File: src/hdl/sac_pkg.sv
// constants, register map and state types of the serial converter port
package sac_pkg;
  // ****************************************
  // timing
  // ****************************************
  localparam int CLK_PERIOD_NS = 10;
  localparam int NAP_WAKE_NS = 350;
  // longest time: round down
  localparam int NAP_WAKE_CYC = NAP_WAKE_NS / CLK_PERIOD_NS;
  localparam int REF_SETTLE_US = 4000;
  localparam int REF_SETTLE_CYC = REF_SETTLE_US * 1000 / CLK_PERIOD_NS;
  // least start-to-clock spacing; least time: round up
  localparam int START_GAP_NS = 50;
  localparam int START_GAP_CYC = (START_GAP_NS + CLK_PERIOD_NS - 1) / CLK_PERIOD_NS;

  // ****************************************
  // result format
  // ****************************************
  localparam int CODE_W = 12;
  localparam int WORD_W = CODE_W + 1;
  localparam int SAMPLE_W = 14;
  localparam logic signed [SAMPLE_W-1:0] UNI_MAX = 14'sh0FFF;
  localparam logic signed [SAMPLE_W-1:0] BIP_MAX = 14'sh07FF;
  localparam logic signed [SAMPLE_W-1:0] BIP_MIN = -14'sh0800;
  localparam logic [2:0] NAP_PULSES = 3'h2;
  localparam logic [2:0] SLEEP_PULSES = 3'h4;

  // ****************************************
  // register map
  // ****************************************
  localparam logic [7:0] ADDR_CTRL = 8'h00;
  localparam logic [7:0] ADDR_STATUS = 8'h04;
  localparam logic [7:0] ADDR_RESULT = 8'h08;
  localparam logic [7:0] ADDR_INT_STATUS = 8'h0C;
  localparam logic [7:0] ADDR_INT_MASK = 8'h10;
  localparam int CTRL_EN_BIT = 0;
  localparam logic CTRL_RESET = 1'h1;
  localparam int INT_W = 4;
  localparam int INT_DONE = 0;
  localparam int INT_NAP = 1;
  localparam int INT_SLEEP = 2;
  localparam int INT_REF_OK = 3;
  localparam logic [INT_W-1:0] INT_MASK_RESET = 4'h0;

  typedef enum logic [1:0] {
    SAC_PWR_ACTIVE = 2'b00,
    SAC_PWR_NAP = 2'b01,
    SAC_PWR_SLEEP = 2'b10,
    SAC_PWR_WAKE = 2'b11
  } sac_pwr_t;

  typedef enum logic [1:0] {
    SAC_CV_IDLE = 2'b00,
    SAC_CV_WAIT = 2'b01,
    SAC_CV_SHIFT = 2'b10
  } sac_cv_t;
endpackage : sac_pkg

File: src/hdl/sac_edge.sv
// rising and falling edge finder for synchronous pin levels
`timescale 1ns/1ps
`default_nettype none
module sac_edge #(
  parameter int N = 2
) (
  // clock and reset
  input wire logic clk,
  input wire logic rst_n,
  // levels and their edges
  input wire logic [N-1:0] level,
  output logic [N-1:0] rise,
  output logic [N-1:0] fall
);
  logic [N-1:0] prev_reg;

  always_ff @(posedge clk or negedge rst_n)
  begin
    if (!rst_n)
      prev_reg <= '0;
    else
      prev_reg <= level;
  end

  genvar i;
  generate
    for (i = 0; i < N; i++)
    begin : g_edge
      assign rise[i] = level[i] & ~prev_reg[i];
      assign fall[i] = ~level[i] & prev_reg[i];
    end
  endgenerate
endmodule : sac_edge
`default_nettype wire

File: src/hdl/sac_shift.sv
// output word shifter, msb first, one bit per step
`timescale 1ns/1ps
`default_nettype none
module sac_shift (
  // clock and reset
  input wire logic clk,
  input wire logic rst_n,
  // control
  input wire logic load,
  input wire logic step,
  input wire logic [sac_pkg::WORD_W-1:0] word,
  // output
  output logic dout,
  output logic last
);
  logic [sac_pkg::WORD_W-1:0] sh_reg;
  logic [3:0] cnt_reg;

  always_ff @(posedge clk or negedge rst_n)
  begin
    if (!rst_n)
    begin
      sh_reg <= '0;
      cnt_reg <= 4'h0;
    end
    else if (load)
    begin
      sh_reg <= word;
      cnt_reg <= 4'h1;
    end
    else if (step)
    begin
      sh_reg <= {sh_reg[sac_pkg::WORD_W-2:0], 1'b0};
      cnt_reg <= cnt_reg + 4'h1;
    end
  end

  assign dout = sh_reg[sac_pkg::WORD_W-1];
  assign last = (cnt_reg == 4'(sac_pkg::WORD_W));
endmodule : sac_shift
`default_nettype wire

File: src/hdl/sac_conversion_port.sv
// control and serial output of a 12-bit sampling converter, with ahb-lite registers
//
// The register offsets and the AHB-Lite slave port are this design's own decisions.
`timescale 1ns/1ps
`default_nettype none
module sac_conversion_port #(
  parameter int REF_SETTLE_CYC = sac_pkg::REF_SETTLE_CYC
) (
  // clock and reset
  input wire logic clk,
  input wire logic nrst,
  // ahb-lite slave
  input wire logic hsel,
  input wire logic [31:0] haddr,
  input wire logic [1:0] htrans,
  input wire logic hwrite,
  input wire logic [2:0] hsize,
  input wire logic [31:0] hwdata,
  input wire logic hready,
  output logic hreadyout,
  output logic hresp,
  output logic [31:0] hrdata,
  // serial link pins
  input wire logic sclk,
  input wire logic conversion_start,
  output logic dout,
  // analog front end
  input wire logic signed [sac_pkg::SAMPLE_W-1:0] sample_mv,
  input wire logic vss_below_gnd,
  input wire logic vref_low,
  // interrupt
  output logic irq
);
  // ****************************************
  // reset release
  // ****************************************
  logic [1:0] rst_sync_reg;
  logic rst_n;

  always_ff @(posedge clk or negedge nrst)
  begin
    if (!nrst)
      rst_sync_reg <= 2'b00;
    else
      rst_sync_reg <= {rst_sync_reg[0], 1'b1};
  end
  assign rst_n = rst_sync_reg[1];

  // ****************************************
  // pin edges
  // ****************************************
  logic [1:0] pin_rise;
  logic sclk_rise;
  logic start_rise;

  sac_edge #(.N(2)) u_edge (
    .clk(clk),
    .rst_n(rst_n),
    .level({conversion_start, sclk}),
    .rise(pin_rise),
    .fall()
  );
  assign sclk_rise = pin_rise[0];
  assign start_rise = pin_rise[1];

  function automatic logic [sac_pkg::CODE_W-1:0] code_of(
    input logic signed [sac_pkg::SAMPLE_W-1:0] mv,
    input logic bip
  );
    logic signed [sac_pkg::SAMPLE_W-1:0] c;
    c = mv;
    if (bip)
    begin
      if (mv > sac_pkg::BIP_MAX)
        c = sac_pkg::BIP_MAX;
      else if (mv < sac_pkg::BIP_MIN)
        c = sac_pkg::BIP_MIN;
    end
    else
    begin
      if (mv > sac_pkg::UNI_MAX)
        c = sac_pkg::UNI_MAX;
      else if (mv < 0)
        c = '0;
    end
    return c[sac_pkg::CODE_W-1:0];
  endfunction : code_of

  // ****************************************
  // registers and state
  // ****************************************
  sac_pkg::sac_pwr_t pwr_reg;
  sac_pkg::sac_cv_t cv_reg;
  logic ctrl_en_reg;
  logic [sac_pkg::INT_W-1:0] int_stat_reg;
  logic [sac_pkg::INT_W-1:0] int_mask_reg;
  logic [sac_pkg::CODE_W-1:0] result_reg;
  logic [sac_pkg::CODE_W-1:0] code_reg;
  logic [2:0] pulse_reg;
  logic [5:0] wake_cnt_reg;
  logic [22:0] settle_cnt_reg;
  logic ref_settled_reg;
  logic ref_settled_prev_reg;
  logic [3:0] gap_cnt_reg;
  logic ref_ready;
  logic sh_load;
  logic sh_step;
  logic sh_last;
  logic cycle_done;
  logic [2:0] pulse_next;
  logic enter_nap;
  logic enter_sleep;
  logic start_ok;

  // low reference pulls the flag down at once
  assign ref_ready = ref_settled_reg & ~vref_low;
  assign start_ok = start_rise & ctrl_en_reg & (pwr_reg == sac_pkg::SAC_PWR_ACTIVE)
    & (cv_reg == sac_pkg::SAC_CV_IDLE);

  // ****************************************
  // power-down pulse counting
  // ****************************************
  // pulses only count while the clock line stays low; any clock rise restarts the count
  always_comb
  begin
    pulse_next = pulse_reg;
    if (sclk_rise)
      pulse_next = 3'h0;
    else if (start_rise && !sclk && cv_reg != sac_pkg::SAC_CV_SHIFT
             && pwr_reg != sac_pkg::SAC_PWR_WAKE && pulse_reg != sac_pkg::SLEEP_PULSES)
      pulse_next = pulse_reg + 3'h1;
  end
  assign enter_nap = (pulse_next == sac_pkg::NAP_PULSES) && (pulse_reg != pulse_next);
  assign enter_sleep = (pulse_next == sac_pkg::SLEEP_PULSES)
    && (pulse_reg != pulse_next);

  always_ff @(posedge clk or negedge rst_n)
  begin
    if (!rst_n)
      pulse_reg <= 3'h0;
    else
      pulse_reg <= pulse_next;
  end

  // ****************************************
  // power state
  // ****************************************
  always_ff @(posedge clk or negedge rst_n)
  begin
    if (!rst_n)
    begin
      pwr_reg <= sac_pkg::SAC_PWR_ACTIVE;
      wake_cnt_reg <= 6'h0;
    end
    else
    begin
      case (pwr_reg)
        sac_pkg::SAC_PWR_ACTIVE:
          if (enter_nap)
            pwr_reg <= sac_pkg::SAC_PWR_NAP;
        sac_pkg::SAC_PWR_NAP:
          if (enter_sleep)
            pwr_reg <= sac_pkg::SAC_PWR_SLEEP;
          else if (sclk_rise)
          begin
            pwr_reg <= sac_pkg::SAC_PWR_WAKE;
            wake_cnt_reg <= 6'(sac_pkg::NAP_WAKE_CYC - 1);
          end
        sac_pkg::SAC_PWR_SLEEP:
          if (sclk_rise)
            pwr_reg <= sac_pkg::SAC_PWR_ACTIVE;
        sac_pkg::SAC_PWR_WAKE:
          if (wake_cnt_reg == 6'h0)
            pwr_reg <= sac_pkg::SAC_PWR_ACTIVE;
          else
            wake_cnt_reg <= wake_cnt_reg - 6'h1;
        default:
          pwr_reg <= sac_pkg::SAC_PWR_ACTIVE;
      endcase
    end
  end

  // ****************************************
  // reference settling
  // ****************************************
  // the reference is cut in sleep and only trusted again after the settle time
  always_ff @(posedge clk or negedge rst_n)
  begin
    if (!rst_n)
    begin
      ref_settled_reg <= 1'b1;
      settle_cnt_reg <= 23'h0;
    end
    else if (pwr_reg == sac_pkg::SAC_PWR_SLEEP)
    begin
      ref_settled_reg <= 1'b0;
      settle_cnt_reg <= 23'(REF_SETTLE_CYC - 1);
    end
    else if (!ref_settled_reg)
    begin
      if (settle_cnt_reg == 23'h0)
        ref_settled_reg <= 1'b1;
      else
        settle_cnt_reg <= settle_cnt_reg - 23'h1;
    end
  end

  // ****************************************
  // conversion and serial output
  // ****************************************
  assign sh_load = (cv_reg == sac_pkg::SAC_CV_WAIT) && sclk_rise
    && (gap_cnt_reg >= 4'(sac_pkg::START_GAP_CYC));
  assign sh_step = (cv_reg == sac_pkg::SAC_CV_SHIFT) && sclk_rise && !sh_last;
  assign cycle_done = (cv_reg == sac_pkg::SAC_CV_SHIFT) && sclk_rise && sh_last;

  always_ff @(posedge clk or negedge rst_n)
  begin
    if (!rst_n)
    begin
      cv_reg <= sac_pkg::SAC_CV_IDLE;
      code_reg <= '0;
      gap_cnt_reg <= 4'h0;
    end
    else
    begin
      case (cv_reg)
        sac_pkg::SAC_CV_IDLE:
          if (start_ok)
          begin
            cv_reg <= sac_pkg::SAC_CV_WAIT;
            code_reg <= code_of(sample_mv, vss_below_gnd);
            gap_cnt_reg <= 4'h1;
          end
        sac_pkg::SAC_CV_WAIT:
          if (enter_nap)
            cv_reg <= sac_pkg::SAC_CV_IDLE;
          else if (sh_load)
            cv_reg <= sac_pkg::SAC_CV_SHIFT;
          else if (gap_cnt_reg != 4'hF)
            gap_cnt_reg <= gap_cnt_reg + 4'h1;
        sac_pkg::SAC_CV_SHIFT:
          if (cycle_done)
            cv_reg <= sac_pkg::SAC_CV_IDLE;
        default:
          cv_reg <= sac_pkg::SAC_CV_IDLE;
      endcase
    end
  end

  logic sh_dout;

  sac_shift u_shift (
    .clk(clk),
    .rst_n(rst_n),
    .load(sh_load),
    .step(sh_step),
    .word({ref_ready, code_reg}),
    .dout(sh_dout),
    .last(sh_last)
  );
  assign dout = sh_dout;

  always_ff @(posedge clk or negedge rst_n)
  begin
    if (!rst_n)
      result_reg <= '0;
    else if (cycle_done)
      result_reg <= code_reg;
  end

  // ****************************************
  // ahb-lite slave
  // ****************************************
  logic addr_ok;
  logic wr_pend_reg;
  logic [7:0] wr_addr_reg;
  logic rd_int;

  assign addr_ok = hsel && htrans[1] && hready;
  // aliased addresses read zero, so they must not clear events either
  assign rd_int = addr_ok && !hwrite && (haddr[7:0] == sac_pkg::ADDR_INT_STATUS)
    && haddr[31:8] == 24'h00_0000;
  assign hreadyout = 1'b1;
  assign hresp = 1'b0;

  always_ff @(posedge clk or negedge rst_n)
  begin
    if (!rst_n)
    begin
      wr_pend_reg <= 1'b0;
      wr_addr_reg <= 8'h00;
      hrdata <= 32'h0000_0000;
    end
    else
    begin
      wr_pend_reg <= addr_ok && hwrite && haddr[31:8] == 24'h00_0000;
      wr_addr_reg <= haddr[7:0];
      hrdata <= 32'h0000_0000;
      if (addr_ok && !hwrite && haddr[31:8] == 24'h00_0000)
      begin
        case (haddr[7:0])
          sac_pkg::ADDR_CTRL:
            hrdata <= {31'h0000_0000, ctrl_en_reg};
          sac_pkg::ADDR_STATUS:
            hrdata <= {27'h000_0000, vss_below_gnd, ref_ready,
                       cv_reg != sac_pkg::SAC_CV_IDLE, pwr_reg};
          sac_pkg::ADDR_RESULT:
            hrdata <= {20'h0_0000, result_reg};
          sac_pkg::ADDR_INT_STATUS:
            hrdata <= {28'h000_0000, int_stat_reg};
          sac_pkg::ADDR_INT_MASK:
            hrdata <= {28'h000_0000, int_mask_reg};
          default:
            hrdata <= 32'h0000_0000;
        endcase
      end
    end
  end

  always_ff @(posedge clk or negedge rst_n)
  begin
    if (!rst_n)
    begin
      ctrl_en_reg <= sac_pkg::CTRL_RESET;
      int_mask_reg <= sac_pkg::INT_MASK_RESET;
    end
    else if (wr_pend_reg)
    begin
      if (wr_addr_reg == sac_pkg::ADDR_CTRL)
        ctrl_en_reg <= hwdata[sac_pkg::CTRL_EN_BIT];
      if (wr_addr_reg == sac_pkg::ADDR_INT_MASK)
        int_mask_reg <= hwdata[sac_pkg::INT_W-1:0];
    end
  end

  // ****************************************
  // interrupts
  // ****************************************
  logic [sac_pkg::INT_W-1:0] int_set;

  always_comb
  begin
    int_set = '0;
    int_set[sac_pkg::INT_DONE] = cycle_done;
    int_set[sac_pkg::INT_NAP] = enter_nap && pwr_reg == sac_pkg::SAC_PWR_ACTIVE;
    int_set[sac_pkg::INT_SLEEP] = enter_sleep && pwr_reg == sac_pkg::SAC_PWR_NAP;
    int_set[sac_pkg::INT_REF_OK] = ref_settled_reg && !ref_settled_prev_reg;
  end

  // a new event in the clearing read's cycle survives the clear
  always_ff @(posedge clk or negedge rst_n)
  begin
    if (!rst_n)
    begin
      int_stat_reg <= '0;
      ref_settled_prev_reg <= 1'b1;
    end
    else
    begin
      ref_settled_prev_reg <= ref_settled_reg;
      int_stat_reg <= (rd_int ? '0 : int_stat_reg) | int_set;
    end
  end

  always_ff @(posedge clk or negedge rst_n)
  begin
    if (!rst_n)
      irq <= 1'b0;
    else
      irq <= |(int_stat_reg & int_mask_reg);
  end

  // ****************************************
  // checks
  // ****************************************
  property p_nap_entry;
    @(posedge clk) disable iff (!rst_n)
    (pwr_reg == sac_pkg::SAC_PWR_ACTIVE && enter_nap) |=> pwr_reg == sac_pkg::SAC_PWR_NAP;
  endproperty
  a_nap_entry: assert property (p_nap_entry) else $error("nap not entered");

  property p_sleep_entry;
    @(posedge clk) disable iff (!rst_n)
    (pwr_reg == sac_pkg::SAC_PWR_NAP && enter_sleep) |=> pwr_reg == sac_pkg::SAC_PWR_SLEEP
      ##1 !ref_ready;
  endproperty
  a_sleep_entry: assert property (p_sleep_entry) else $error("sleep not entered");

  property p_nap_wake;
    @(posedge clk) disable iff (!rst_n)
    (pwr_reg == sac_pkg::SAC_PWR_NAP && sclk_rise && !enter_sleep)
      |=> ##[1:35] pwr_reg == sac_pkg::SAC_PWR_ACTIVE;
  endproperty
  a_nap_wake: assert property (p_nap_wake) else $error("nap wake too slow");

  property p_sleep_wake;
    @(posedge clk) disable iff (!rst_n)
    (pwr_reg == sac_pkg::SAC_PWR_SLEEP && sclk_rise) |=> pwr_reg == sac_pkg::SAC_PWR_ACTIVE;
  endproperty
  a_sleep_wake: assert property (p_sleep_wake) else $error("sleep wake missed");

  property p_ref_low;
    @(posedge clk) disable iff (!rst_n)
    (sh_load && vref_low) |=> !dout;
  endproperty
  a_ref_low: assert property (p_ref_low) else $error("ready flag high with low ref");

  property p_dout_stable;
    @(posedge clk) disable iff (!rst_n)
    !$rose(sclk) |=> $stable(dout);
  endproperty
  a_dout_stable: assert property (p_dout_stable) else $error("dout moved off clock rise");

  property p_flag_first;
    @(posedge clk) disable iff (!rst_n)
    sh_load |=> dout == $past(ref_ready) && cv_reg == sac_pkg::SAC_CV_SHIFT;
  endproperty
  a_flag_first: assert property (p_flag_first) else $error("flag bit not first");

  property p_early_clock;
    @(posedge clk) disable iff (!rst_n)
    (cv_reg == sac_pkg::SAC_CV_WAIT && sclk_rise && gap_cnt_reg < 4'(sac_pkg::START_GAP_CYC))
      |=> cv_reg != sac_pkg::SAC_CV_SHIFT;
  endproperty
  a_early_clock: assert property (p_early_clock) else $error("early clock not skipped");

  property p_no_restart;
    @(posedge clk) disable iff (!rst_n)
    (cv_reg == sac_pkg::SAC_CV_SHIFT && !cycle_done) |=> cv_reg == sac_pkg::SAC_CV_SHIFT;
  endproperty
  a_no_restart: assert property (p_no_restart) else $error("conversion cut short");
endmodule : sac_conversion_port
`default_nettype wire

File: config.mk
export PLATFORM = sky130hd
export DESIGN_NAME = sac_conversion_port
export DESIGN_NICKNAME = d
export VERILOG_FILES = /design/src/hdl/sac_pkg.sv /design/src/hdl/sac_edge.sv /design/src/hdl/sac_shift.sv /design/src/hdl/sac_conversion_port.sv
export SDC_FILE = /design/constraint.sdc
export NUM_CORES = 1
export LEC_CHECK = 0
export BUFFER_PORTS_ARGS = -buffer_cell sky130_fd_sc_hd__buf_2
export CAP_MARGIN = 30
export CORE_MARGIN = 1.5
export CORE_UTILIZATION = 45
export CTS_CLUSTER_DIAMETER = 60
export DETAILED_ROUTE_END_ITERATION = 7
export PLACE_DENSITY_LB_ADDON = 0.08
export SYNTH_ARGS = -nofsm -noshare
export SYNTH_HDL_FRONTEND = slang
export SYNTH_SLANG_ARGS = --single-unit
export TNS_END_PERCENT = 100
File: constraint.sdc
create_clock -name clk -period 4.2 [get_ports clk]
set_input_delay 0.63 -clock clk [delete_from_list [all_inputs] [get_ports clk]]
set_output_delay 0.63 -clock clk [all_outputs]
set_load 0.01 [all_outputs]
==> results_dict.tcl <==
set metrics [dict create \
    synthArstFlopShare 1.000 \
    ctsHoldBuffers 1 \
    synth_top_family_by_area "simple AND/OR/NAND/NOR gates" \
    num_vias 4352 \
    power.density_mw_per_mm2 475.2 \
    track_usage 0.1899 \
    final_cells 831 \
    first_global_vias 4086 \
    cts_tree "built" \
    tns_ns 0 \
    initial_core_util 0.4610 \
    ir_drop_mv 0.2776 \
    tightest_slew_ns 0.9382 \
    drive_gt1_frac 0.2170 \
    setup_viol 0 \
    cp_max_fo 7 \
    num_rows 41 \
    finClkSkew_ns 0.005029 \
    r2r_cells 7 \
    critPathRequiredTime_ns 4.50 \
    max_cap_viol_count 0 \
    fp.dieW_um 116.5 \
    synth.ff_latch_count 118 \
    min_period_ns 2.528 \
    nNetsFinal 748 \
    coreArea_sq_mm 0.01257 \
    wl_per_cell_um 14.20 \
    antenna_found_initial 0 \
    synth_cell_type_count 58 \
    die_area_sq_mm 0.01357 \
    largest_reg_flops 23 \
    syn-instance-count 572 \
    io_buffers 73 \
    preCtsSetupSlack_ns 1.605 \
    overflow 0 \
    maxSlewViolCount 0 \
    hold_path_class "reg2async" \
    synthXorXnorAreaFrac 0.02721 \
    rrSetupSlack_ns 1.67 \
    grt_first_pass_wirelength_um 19870 \
    synth.most_common_cell "dfrtp_1" \
    dp_hpwl_um 8316 \
    h-tree-depth 4 \
    drc 0 \
    clk_latency_ns 0.42 \
    cts-buffers-inserted 17 \
    grt_max_degree 79 \
    clkSinkCount 118 \
    ys_warn_count 0 \
    io_pins 128 \
    synth.top_cell.area_share 0.4967 \
    finalHoldViolations 0 \
    vias_per_cell 5.237 \
    synth_commonest_cells "dfrtp_1 (115), nand2_1 (56), nor2_1 (49)" \
    max_clock_freq_mhz 395.6 \
    setup_ws_ns 1.672 \
    ys_seq_area_frac 0.5103 \
    synth-main-ff-cell "dfrtp_1" \
    antenna_left 0 \
    dp_cells 797 \
    synth.avg_cell_area_sq_um 10.13 \
    timing.rr.end "settle_cnt_reg[12]" \
    slew_headroom 0.3722 \
    drt_iter0_markers 225 \
    clk_pin_slew_ns 0.05 \
    crit_type "reg2reg" \
    fin_crit_sh 0.6019 \
    die_h_um 116.5 \
    synthToLayoutAreaGrowth_pct 18.61 \
    rsz0062_at_grt "no" \
    power.leakage_nw 3.243 \
    synth_area_leaders "dfrtp_1 (50%), nand2_1 (3.6%), mux2_2 (3.5%)" \
    wl_um 11800 \
    gp_congestion 0.7815 \
    clock-root-buffer "clkbuf_16" \
    clockBufferDepth 2 \
    synth_edf_count 0 \
    antenna_cells 0 \
    nFillCells 1136 \
    synth-simple-area-share 0.1943 \
    syn_area_sq_mm 0.005794 \
    crit_path_start_kind "flip-flop" \
    cts_resized 0 \
    synthMuxAreaShare 0.05269 \
    synth-compound-area-share 0.1380 \
    crit_arrival_ns 2.82 \
    cp-end-kind "flip-flop" \
    status "complete, no violations" \
    synthAdderAreaFrac 0.02159 \
    synth_top_area_cell "dfrtp_1" \
    r2r_start "settle_cnt_reg[0]" \
    postCtsSetupBuffers 0 \
    drtPass1Iterations 4 \
]
[power by group]
group	leakage (nW)	total, W	internal (W)	switching [W]
registers	1.52	0.00137	0.00124	0.000122
clock network	0.298	0.00143	0.000943	0.000490
logic	1.43	0.000466	0.000195	0.000272
total	3.24	0.00327	0.00238	0.000885
[per-stage QoR]
stage | hold WS, ns | instance area (sq um) | power (W) | util
2_1_floorplan | 0.3312 | 5873 | 0.001727 | -
3_3_place_gp | 0.3361 | 6240 | 0.001829 | 0.4965
3_5_place_dp | 0.3371 | 6240 | 0.001847 | 0.4965
4_1_cts | 0.3064 | 6845 | 0.003308 | 0.5446
5_1_grt | 0.2671 | 6873 | 0.003443 | 0.5468
6_report | 0.2491 | 6873 | 0.003266 | 0.5468
[worst max-delay path by stage]
stage                       from            endpoint  slack, ns  cells past startpoint
6_report       settle_cnt_reg[0]  settle_cnt_reg[12]       1.67                      7
5_1_grt        settle_cnt_reg[0]  settle_cnt_reg[12]       1.52                      7
4_1_cts        settle_cnt_reg[0]  settle_cnt_reg[12]       1.61                      7
3_5_place_dp           haddr[12]     int_stat_reg[1]       1.60                      6
3_3_place_gp           haddr[12]     int_stat_reg[1]       1.63                      6
2_1_floorplan    rst_sync_reg[1]         code_reg[0]       0.67                      0
[critical path, stage by stage, from the launching register on]
cell	delay (ns)
dfrtp_1	0.37
inv_1	0.09
ha_1	0.19
or3b_2	0.53
nor3_1	0.31
o21ai_0	0.31
o31a_1	0.31
or3_1	0.30
[placed cells by master, fill, tap and decap left out, types with 5 or more instances in the layout]
master     count
a21o_1        14
a21oi_1       13
a22o_1        14
and2_1        11
buf_2         73
clkbuf_16     17
clkbuf_8       5
clkinv_2       6
conb_1        23
dfrtp_1      114
ha_1          10
inv_1         17
mux2_2        18
mux2i_1        8
nand2_1       56
nand2b_1      10
nand3_1       15
nor2_1        49
nor2b_1        6
nor3_1        14
nor4_1        11
o211ai_1       8
o21ai_0       36
o21bai_1       5
o31ai_1        5
or3_1          6
or4_1         10
xor2_1        14
[kinds of logic after synthesis]
family	count (synthesis)
simple gates	218
flops	118
compound gates	117
fa+ha+maj	10
other cells	2
xor+xnor	18
mux	27
buf+inv	62
[area by class of cell]
| class | count | area [sq um] | share of cell area |
|---|---|---|---|
| Clock inverter | 9 | 97.59 | 0.01420 |
| Multi-Input combinational cell | 413 | 2605 | 0.3790 |
| Clock buffer | 23 | 498.0 | 0.07246 |
| Timing Repair Buffer | 79 | 432.9 | 0.06299 |
| Sequential cell | 118 | 2960 | 0.4307 |
| Inverter | 17 | 63.81 | 0.009285 |
| Tap cell | 172 | 215.2 | 0.03131 |
[layer usage]
metal	wire [um]	track usage
met1	5819	0.2701
met3	473	0.05293
met4	179	0.07073
met5	0	0
met2	5326	0.2773
Power figures use the tool's default switching activity.
